--- src/pbsr_pkg.sv ---
// Purpose: shared constants and types of the pipelined burst SRAM access path
// Assumes: one 20 MHz clock, asynchronous active-low reset
// Notes: the array model keeps MEM_AW address bits of the word address
//
// Operation
// strap low selects linear burst order
// strap high or open selects interleaved order; strap pulls up
// system keeps the burst-order strap static while operating
// boundary-scan serial output changes on the test clock falling edge
// boundary-scan serial and mode inputs are sampled on the test clock rise
// synchronous inputs and data outputs pass registers on the main clock rise
// two-bit wrapping counter holds burst start and advances only when told
// byte lanes are written only with byte-write enable and their select
// global write overrides byte writes and writes every lane
// processor strobe is ignored while first chip enable is high
// read starts on a strobe, full select, and both write enables high
// read start loads address register and burst logic and reads the array
// read data drives the bus after the following rise when enabled
// leaving deselect, outputs float for the first access cycle
// after the first cycle, output enable alone decides drive or float
// back-to-back single reads run in consecutive cycles
// after a deselect, outputs drive one more cycle then float
// with both strobes low only the processor strobe counts
// a captured address loads its two low bits into the counter
// advance low at a rise steps the counter within the burst
// data pins drive only while output enable is low
// selected only with first and third enables low, second high
package pbsr_pkg;
    localparam int ADDR_W = 18;
    localparam int MEM_AW = 4;
    localparam int MEM_DEPTH = 16;
    localparam int LANES = 4;
    localparam int LANE_W = 9;
    localparam int DATA_W = 36;
    localparam int BURST_W = 2;
    localparam int FIFO_DEPTH = 16;
    localparam int WR_W = MEM_AW + DATA_W + LANES;
    localparam int SYNC_CH = 5;
    localparam int CH_OE = 0;
    localparam int CH_MODE = 1;
    localparam int CH_TCK = 2;
    localparam int CH_TDI = 3;
    localparam int CH_TMS = 4;
    // reset levels: output enable high, strap high, test pins low
    localparam logic [SYNC_CH-1:0] SYNC_RST = 5'h03;
    localparam logic MODE_LINEAR = 1'b0;
    localparam logic [BURST_W-1:0] STEP_ZERO = 2'h0;
    localparam logic [BURST_W-1:0] STEP_ONE = 2'h1;
    localparam logic [LANES-1:0] ALL_LANES = 4'hf;
    localparam logic [LANES-1:0] NO_LANES = 4'h0;
    typedef enum logic [1:0] {
        SEL_IDLE = 2'b01,
        SEL_ACTIVE = 2'b10
    } pbsr_sel_type;
endpackage

--- src/pbsr_fifo_if.sv ---
// Purpose: valid/ready carrier between the access path and its write queue
// Assumes: both ends on the same clock
// Notes: store modport is the queue side
`timescale 1ns/1ps
interface pbsr_fifo_if #(parameter int WIDTH = 8);
    logic in_valid;
    logic in_ready;
    logic [WIDTH-1:0] in_data;
    logic out_valid;
    logic out_ready;
    logic [WIDTH-1:0] out_data;
    modport store (input in_valid, output in_ready, input in_data,
                   output out_valid, input out_ready, output out_data);
    modport user (output in_valid, input in_ready, output in_data,
                  input out_valid, output out_ready, input out_data);
endinterface

--- src/pbsr_read_path.sv ---
// Purpose: synchronous burst SRAM access path with double-cycle deselect
// Assumes: bus inputs are synchronous to clock_in; oe, strap and test pins are not
// Notes: writes queue in a 16-word FIFO and drain when the array is not read
`timescale 1ns/1ps
module pbsr_read_path (
    input wire logic clock_in,
    input wire logic nrst_in,
    input wire logic [pbsr_pkg::ADDR_W-1:0] addr_in,
    input wire logic proc_addr_strobe_n_in,
    input wire logic ctrl_addr_strobe_n_in,
    input wire logic burst_advance_n_in,
    input wire logic global_write_n_in,
    input wire logic byte_write_enable_n_in,
    input wire logic [pbsr_pkg::LANES-1:0] byte_write_select_n_in,
    input wire logic chip_sel_first_n_in,
    input wire logic chip_sel_second_in,
    input wire logic chip_sel_third_n_in,
    input wire logic out_enable_n_in,
    input wire logic burst_mode_in,
    input wire logic [pbsr_pkg::DATA_W-1:0] dq_in,
    output logic [pbsr_pkg::DATA_W-1:0] dq_out,
    output logic dq_oe_n_out,
    input wire logic test_clock_in,
    input wire logic test_data_in,
    input wire logic test_mode_sel_in,
    output logic test_data_out,
    output logic write_full_out
);
    import pbsr_pkg::*;

    // ========================================
    // input registers
    logic [ADDR_W-1:0] addr_reg;
    logic pstb_n_reg;
    logic cstb_n_reg;
    logic advance_n_reg;
    logic gwr_n_reg;
    logic bwr_n_reg;
    logic [LANES-1:0] lane_n_reg;
    logic cs1_n_reg;
    logic cs2_reg;
    logic cs3_n_reg;
    logic [DATA_W-1:0] dq_reg;

    always_ff @(posedge clock_in or negedge nrst_in) begin
        if (!nrst_in) begin
            addr_reg <= '0;
            pstb_n_reg <= '1;
            cstb_n_reg <= '1;
            advance_n_reg <= '1;
            gwr_n_reg <= '1;
            bwr_n_reg <= '1;
            lane_n_reg <= '1;
            cs1_n_reg <= '1;
            cs2_reg <= '0;
            cs3_n_reg <= '1;
            dq_reg <= '0;
        end else begin
            addr_reg <= addr_in;
            pstb_n_reg <= proc_addr_strobe_n_in;
            cstb_n_reg <= ctrl_addr_strobe_n_in;
            advance_n_reg <= burst_advance_n_in;
            gwr_n_reg <= global_write_n_in;
            bwr_n_reg <= byte_write_enable_n_in;
            lane_n_reg <= byte_write_select_n_in;
            cs1_n_reg <= chip_sel_first_n_in;
            cs2_reg <= chip_sel_second_in;
            cs3_n_reg <= chip_sel_third_n_in;
            dq_reg <= dq_in;
        end
    end

    // ========================================
    // pin synchronisers: a level counts once stages two and three agree
    logic [SYNC_CH-1:0] async_pins;
    logic [SYNC_CH-1:0] sync1_reg;
    logic [SYNC_CH-1:0] sync2_reg;
    logic [SYNC_CH-1:0] sync3_reg;
    logic [SYNC_CH-1:0] filt_reg;
    assign async_pins = {test_mode_sel_in, test_data_in, test_clock_in, burst_mode_in, out_enable_n_in};

    for (genvar g = 0; g < SYNC_CH; g++) begin : g_sync
        always_ff @(posedge clock_in or negedge nrst_in) begin
            if (!nrst_in) begin
                sync1_reg[g] <= SYNC_RST[g];
                sync2_reg[g] <= SYNC_RST[g];
                sync3_reg[g] <= SYNC_RST[g];
                filt_reg[g] <= SYNC_RST[g];
            end else begin
                sync1_reg[g] <= async_pins[g];
                sync2_reg[g] <= sync1_reg[g];
                sync3_reg[g] <= sync2_reg[g];
                if (sync2_reg[g] == sync3_reg[g]) begin
                    filt_reg[g] <= sync3_reg[g];
                end
            end
        end
    end

    logic oe_low;
    logic strap_linear;
    assign oe_low = !filt_reg[CH_OE];
    assign strap_linear = (filt_reg[CH_MODE] == MODE_LINEAR);

    // ========================================
    // access decode
    pbsr_sel_type sel_state;
    logic sel_active;
    logic sel_ok;
    logic pstb_take;
    logic cstb_take;
    logic strobe;
    logic active_now;
    logic wr_any;
    logic write_now;
    logic read_now;
    logic [LANES-1:0] lane_mask;

    always_comb begin
        unique case (sel_state)
            SEL_IDLE: sel_active = 1'b0;
            SEL_ACTIVE: sel_active = 1'b1;
            default: sel_active = 1'b0;
        endcase
    end

    assign sel_ok = !cs1_n_reg && cs2_reg && !cs3_n_reg;
    assign pstb_take = !pstb_n_reg && !cs1_n_reg;
    assign cstb_take = !cstb_n_reg && !pstb_take;
    assign strobe = pstb_take || cstb_take;
    assign active_now = strobe ? sel_ok : sel_active;
    assign wr_any = !gwr_n_reg || !bwr_n_reg;
    // a processor-strobe start never writes in its first cycle, and reads only with both write inputs high
    assign write_now = active_now && wr_any && !pstb_take;
    assign read_now = active_now && !wr_any;
    // global write wins over the byte selects
    assign lane_mask = !gwr_n_reg ? ALL_LANES : (!bwr_n_reg ? ~lane_n_reg : NO_LANES);

    always_ff @(posedge clock_in or negedge nrst_in) begin
        if (!nrst_in) begin
            sel_state <= SEL_IDLE;
        end else if (strobe) begin
            sel_state <= sel_ok ? SEL_ACTIVE : SEL_IDLE;
        end
    end

    // ========================================
    // burst counter
    logic [ADDR_W-1:0] line_reg;
    logic [BURST_W-1:0] base_reg;
    logic [BURST_W-1:0] step_reg;
    logic [BURST_W-1:0] step_next;
    logic [BURST_W-1:0] cur_low;
    logic [MEM_AW-1:0] idx_now;

    function automatic logic [BURST_W-1:0] burst_low(input logic [BURST_W-1:0] base,
                                                     input logic [BURST_W-1:0] step,
                                                     input logic linear);
        burst_low = linear ? base + step : base ^ step;
    endfunction

    assign step_next = (!strobe && sel_active && !advance_n_reg) ? step_reg + STEP_ONE : step_reg;
    assign cur_low = burst_low(base_reg, step_next, strap_linear);
    // a starting access reads the array at the presented address
    assign idx_now = strobe ? addr_reg[MEM_AW-1:0] : {line_reg[MEM_AW-1:BURST_W], cur_low};

    always_ff @(posedge clock_in or negedge nrst_in) begin
        if (!nrst_in) begin
            line_reg <= '0;
            base_reg <= STEP_ZERO;
            step_reg <= STEP_ZERO;
        end else if (strobe) begin
            line_reg <= addr_reg;
            base_reg <= addr_reg[BURST_W-1:0];
            step_reg <= STEP_ZERO;
        end else begin
            step_reg <= step_next;
        end
    end

    // ========================================
    // write queue and array
    pbsr_fifo_if #(.WIDTH(WR_W)) wr_q ();
    logic [DATA_W-1:0] rdata;
    logic [MEM_AW-1:0] drain_idx;
    logic [DATA_W-1:0] drain_data;
    logic [LANES-1:0] drain_mask;
    logic drain;

    assign wr_q.in_valid = write_now;
    assign wr_q.in_data = {idx_now, dq_reg, lane_mask};
    // reads own the array port, so a read stream stalls the drain
    assign wr_q.out_ready = !read_now;
    assign {drain_idx, drain_data, drain_mask} = wr_q.out_data;
    assign drain = wr_q.out_valid && !read_now;

    pbsr_fifo #(.WIDTH(WR_W), .DEPTH(FIFO_DEPTH)) u_wr_fifo (
        .clock_in(clock_in),
        .nrst_in(nrst_in),
        .q(wr_q.store)
    );

    for (genvar g = 0; g < LANES; g++) begin : g_lane
        logic [LANE_W-1:0] mem_reg [MEM_DEPTH];
        always_ff @(posedge clock_in) begin
            if (drain && drain_mask[g]) begin
                mem_reg[drain_idx] <= drain_data[g*LANE_W +: LANE_W];
            end
        end
        assign rdata[g*LANE_W +: LANE_W] = mem_reg[idx_now];
    end

    always_ff @(posedge clock_in or negedge nrst_in) begin
        if (!nrst_in) begin
            write_full_out <= 1'b0;
        end else begin
            write_full_out <= !wr_q.in_ready;
        end
    end

    // ========================================
    // output register and drive control
    logic data_ok_reg;
    logic data_ok_next;
    logic desel_edge;

    assign desel_edge = sel_active && strobe && !sel_ok;
    // coming out of deselect the previous cycle held no data, so the bus floats
    // for the first access cycle; on deselect the last word is kept one cycle
    assign data_ok_next = read_now || (desel_edge && data_ok_reg);

    always_ff @(posedge clock_in or negedge nrst_in) begin
        if (!nrst_in) begin
            dq_out <= '0;
            data_ok_reg <= 1'b0;
            dq_oe_n_out <= 1'b1;
        end else begin
            if (read_now) begin
                dq_out <= rdata;
            end
            data_ok_reg <= data_ok_next;
            dq_oe_n_out <= !(data_ok_next && oe_low);
        end
    end

    // ========================================
    // boundary-scan pins: bypass path
    logic tck_prev_reg;
    logic tck_rise;
    logic tck_fall;
    logic bypass_reg;
    logic tms_reg;
    assign tck_rise = filt_reg[CH_TCK] && !tck_prev_reg;
    assign tck_fall = !filt_reg[CH_TCK] && tck_prev_reg;

    always_ff @(posedge clock_in or negedge nrst_in) begin
        if (!nrst_in) begin
            tck_prev_reg <= 1'b0;
            bypass_reg <= 1'b0;
            tms_reg <= 1'b0;
            test_data_out <= 1'b0;
        end else begin
            tck_prev_reg <= filt_reg[CH_TCK];
            if (tck_rise) begin
                tms_reg <= filt_reg[CH_TMS];
                if (!filt_reg[CH_TMS]) begin
                    bypass_reg <= filt_reg[CH_TDI];
                end
            end
            if (tck_fall && !tms_reg) begin
                test_data_out <= bypass_reg;
            end
        end
    end
endmodule

--- src/pbsr_fifo.sv ---
// Purpose: flip-flop queue with valid/ready on both sides
// Assumes: DEPTH is a power of two
// Notes: push is refused while full, pop while empty
`timescale 1ns/1ps
module pbsr_fifo #(
    parameter int WIDTH = 8,
    parameter int DEPTH = 16
) (
    input wire logic clock_in,
    input wire logic nrst_in,
    pbsr_fifo_if.store q
);
    import pbsr_pkg::*;
    localparam int PW = $clog2(DEPTH);
    logic [WIDTH-1:0] mem_reg [DEPTH];
    logic [PW:0] wptr_reg;
    logic [PW:0] rptr_reg;
    logic full;
    logic empty;
    logic push;
    logic pop;

    assign empty = (wptr_reg == rptr_reg);
    assign full = (wptr_reg[PW-1:0] == rptr_reg[PW-1:0]) && (wptr_reg[PW] != rptr_reg[PW]);
    assign push = q.in_valid && !full;
    assign pop = q.out_ready && !empty;
    assign q.in_ready = !full;
    assign q.out_valid = !empty;
    assign q.out_data = mem_reg[rptr_reg[PW-1:0]];

    // ========================================
    // pointers
    always_ff @(posedge clock_in or negedge nrst_in) begin
        if (!nrst_in) begin
            wptr_reg <= '0;
            rptr_reg <= '0;
        end else begin
            if (push) begin
                wptr_reg <= wptr_reg + 1'b1;
            end
            if (pop) begin
                rptr_reg <= rptr_reg + 1'b1;
            end
        end
    end

    // ========================================
    // storage
    always_ff @(posedge clock_in) begin
        if (push) begin
            mem_reg[wptr_reg[PW-1:0]] <= q.in_data;
        end
    end
endmodule

--- config.mk ---
export PLATFORM = sky130hd
export DESIGN_NAME = pbsr_read_path
export DESIGN_NICKNAME = d
export VERILOG_FILES = /design/src/pbsr_pkg.sv /design/src/pbsr_fifo_if.sv /design/src/pbsr_read_path.sv /design/src/pbsr_fifo.sv
export SDC_FILE = /design/constraint.sdc
export NUM_CORES = 2
export LEC_CHECK = 0
export BUFFER_PORTS_ARGS = -buffer_cell sky130_fd_sc_hd__buf_2
export CORE_MARGIN = 2
export CORE_UTILIZATION = 40
export CTS_BUF_LIST = sky130_fd_sc_hd__clkbuf_16
export CTS_CLUSTER_DIAMETER = 40
export CTS_CLUSTER_SIZE = 8
export DETAILED_ROUTE_END_ITERATION = 6
export HOLD_SLACK_MARGIN = 0.05
export PLACE_DENSITY = 0.51
export SYNTH_ARGS = -nofsm -noshare
export SYNTH_HDL_FRONTEND = slang
export SYNTH_SLANG_ARGS = --single-unit
--- constraint.sdc ---
create_clock -name clock_in -period 6.8 [get_ports clock_in]
set_clock_uncertainty 0.1 [all_clocks]
set_input_delay 1.36 -clock clock_in [delete_from_list [all_inputs] [get_ports clock_in]]
set_output_delay 1.36 -clock clock_in [all_outputs]
set_load 0.01 [all_outputs]
==> flow_summary.json <==
{
  "max_clock_buf_depth": 3,
  "power_switching_mw": 8.54,
  "flip_flop_and_latch_count_after_synthesis": 1413,
  "max_slew.worst_pin.slew_ns": 1.26,
  "launch_point_of_the_worst_reg_to_reg_path": "u_wr_fifo.rptr_reg[1]",
  "internal-power_mw": 19.9,
  "worstHoldStart": "sync1_reg[4]",
  "detail_route.drc_violations": 0,
  "share_seq_of_total_power": 0.430,
  "unique_masters_post_synth": 63,
  "synth_commonest_cells": "edfxtp_1 (1280), nand2_1 (325), mux4_2 (212), dfrtp_1 (112), clkbuf_1 (104)",
  "tritoncts_num_sinks": 1413,
  "cp_max_fo": 63,
  "synth_fa_ha_area_frac": 0.00229,
  "yosys_warnings": 0,
  "synthSimpleGateAreaFrac": 0.0522,
  "synth_most_common_cell": "edfxtp_1",
  "parity_gate_share_of_the_synthesized_area_counting_xor_and_xnor_cells": 0.00387,
  "drt-initial-drc-count": 2373,
  "setup_tns_ns": 0,
  "port-buffer-count": 97,
  "fin_total_pwr_mw": 28.4,
  "synthDominantAreaCellType": "edfxtp_1",
  "drt-total-wl_um": 145000,
  "finish.cell_count_without_fillers": 5140,
  "cts-htree-levels": 4,
  "hold_class": "flip-flop to flip-flop",
  "fp.dieH_um": 374,
  "finalHoldViolCount": 0,
  "worstSkewPairLatency_ns": 0.83,
  "dp_cells": 4732,
  "yosys-mux-area-fraction": 0.112,
  "detailedPlacementHpwl_um": 81800,
  "pin_count_of_the_biggest_net_entering_global_routing": 155,
  "average_routed_wire_per_standard_cell_um": 28.1,
  "clk_root_buffer_cell": "clkbuf_16",
  "reg2reg_capture_point": "g_lane[2].mem_reg[4][1]",
  "relSlewSlack": 0.154,
  "worst_hold_path.num_cells": 0,
  "synth_ff_type": "edfxtp_1",
  "netlist_instances": 2948,
  "largest_register_ffs": 704,
  "power.clock.fraction": 0.358,
  "hold-path-endpoint": "sync2_reg[4]",
  "synthDominantCellAreaShare": 0.703,
  "synthTopCellsByArea": "edfxtp_1 (70%), mux4_2 (8.7%), dfrtp_1 (5.1%)",
  "cts_resized": 0,
  "vdd_drop_max_uv": 314,
  "max-cap-violations": 0,
  "grt_antenna_before_repair": 4,
  "power_density_normalized_to_cell_area_nw_per_um2": 441,
  "required_ns": 7.16,
  "cts_hold_repair.buffers": 0,
  "final.fill_count": 11300,
  "netlist_area_sq_um": 54600,
  "clock.fmax_ghz": 0.207,
  "cp-start-kind": "flip-flop",
  "unrepaired_setup_endpoints_after_global_routing": "no",
  "comb_power_share": 0.212,
  "routed-via-count": 29100,
  "synth_sequential_area_ratio": 0.765,
  "route.detailed.vias_per_inst": 5.65,
  "grt_first_pass_wirelength_um": 209000,
  "power.switching_fraction": 0.300,
  "globalRouteOverflowTotal": 0,
  "io_pins": 112,
  "dieArea_sq_um": 140000,
  "layout-drive-gt1-share": 0.241,
  "rows": 135,
  "largest_family_of_logic_cells_by_synthesized_area": "multiplexers",
  "ff2ff_setup_slack_ns": 1.97,
  "timing.final.setup_violations": 0,
  "syn-mean-instance-area_sq_um": 18.5,
  "drt_pre_antenna_iters": 7,
  "worst_r2r_path_depth": 7,
  "cts_tree": "yes",
  "multi_input_area_sq_um": 12300,
  "timing.critical_path.to_type": "flip-flop",
  "numCtsBuffers": 219,
  "postSynth.asyncResetShare": 0.0941,
  "finalMaxSlewViolations": 0,
  "worst_ep_arrival_time_ns": 5.19,
  "outcome": "finished clean",
  "floorplan.die.width_um": 374,
  "synth.net_count": 3027,
  "areaGrowthSynthToFinish_pct": 18.1,
  "grt_pass1_vias": 30600,
  "fin_crit_ns": 4.83,
  "fp.coreArea_sq_um": 135000,
  "ant_nets": 0,
  "cts.clk_slew.worst_paths_ns": 0.05,
  "grt_util_all_layers": 0.207,
  "p_leak_nw": 22.0,
  "synth-edff-count": 1280,
  "starting_density_of_the_core": 0.403,
  "period_share": 0.711,
  "synth_compound_gate_area_share": 0.0489,
  "nNetsFinal": 3251,
  "path_class": "flip-flop to flip-flop",
  "regArea_sq_um": 41800,
  "finalWeightedCongestion": 0.791,
  "postCtsSetupBuffers": 0
}
through the flow:
| step | util | area (sq um) | hold WS (ns) | setup slack, ns |
|---|---|---|---|---|
| 2_1_floorplan | - | 54600 | 0.231 | 1.48 |
| 3_3_place_gp | 0.426 | 57700 | 0.235 | 1.86 |
| 3_5_place_dp | 0.426 | 57700 | 0.235 | 1.86 |
| 4_1_cts | 0.476 | 64500 | 0.246 | 1.85 |
| 5_1_grt | 0.476 | 64500 | 0.261 | 1.70 |
| 6_report | 0.476 | 64500 | 0.244 | 1.97 |
how the worst max path moves through the flow:
stage                           from                        to  slack (ns)  cells after the start
2_1_floorplan              cs1_n_reg   u_wr_fifo.mem_reg[3][0]        1.48                      6
3_3_place_gp   u_wr_fifo.rptr_reg[1]  u_wr_fifo.mem_reg[5][36]        1.86                      8
3_5_place_dp   u_wr_fifo.rptr_reg[1]   g_lane[2].mem_reg[4][8]        1.86                      7
4_1_cts        u_wr_fifo.rptr_reg[1]  u_wr_fifo.mem_reg[5][34]        1.85                      8
5_1_grt        u_wr_fifo.rptr_reg[1]  g_lane[3].mem_reg[14][7]        1.70                      6
6_report       u_wr_fifo.rptr_reg[1]   g_lane[2].mem_reg[4][1]        1.97                      7
kinds of logic (layout without fill, tap and decap cells):
family,after synthesis,in the layout
flops,1413,1413
simple gates,630,630
compound gates,344,344
mux,340,340
buf+inv,191,601
xor+xnor,19,19
fa+ha+maj,11,11
other cells,0,1
cell usage in the layout (no fill, tap or decap), types with 20 or more instances in the layout:
cell	synthesis	routed
dfstp_2	21	21
nor2_1	100	85
mux4_2	212	212
mux2i_1	103	102
inv_1	5	123
clkbuf_16	0	221
nand4_1	28	28
buf_2	56	96
nor3_1	42	21
buf_4	9	80
and3_1	94	94
o22ai_1	24	24
edfxtp_1	1280	1280
o32ai_1	37	37
a311oi_1	94	94
nor3_2	0	20
nand2_1	325	325
o21ai_0	31	28
dfrtp_1	112	107
a21oi_1	66	66
critical path: stages (launching register included):
cell	delay (ns)
dfrtp_4	1.01
buf_4	0.89
buf_4	0.82
nor2b_1	0.15
a211oi_1	0.24
a21oi_1	0.08
nand2_1	0.62
nor2_1	0.46
cell type report:
type / instances / area share
well taps: 1781 / 0.0345
diodes: 1 / 0.0000388
inverters: 6 / 0.000407
clock inverters: 186 / 0.0204
flip-flops and latches: 1413 / 0.648
clock buffers: 221 / 0.0857
multi-input cells: 1344 / 0.191
repair buffers: 188 / 0.0204
per-layer routing:
layer,up-vias,part of all wire,global-route usage
li1,12400,-,-
met1,15500,0.42,0.271
met2,883,0.50,0.348
met3,257,0.051,0.0342
met4,0,0.029,0.0750
met5,-,0,0
power by group through the flow:
stage                     Clock, mW  Combinational, mW  Sequential [mW]
after floorplan                   0               3.81             12.0
after global placement            0               5.94             12.3
after detailed placement          0               6.11             12.4
after CTS                      10.4               6.12             12.2
after global routing           10.8               6.47             12.3
final                          10.2               6.04             12.2
Power figures use the tool's default switching activity.
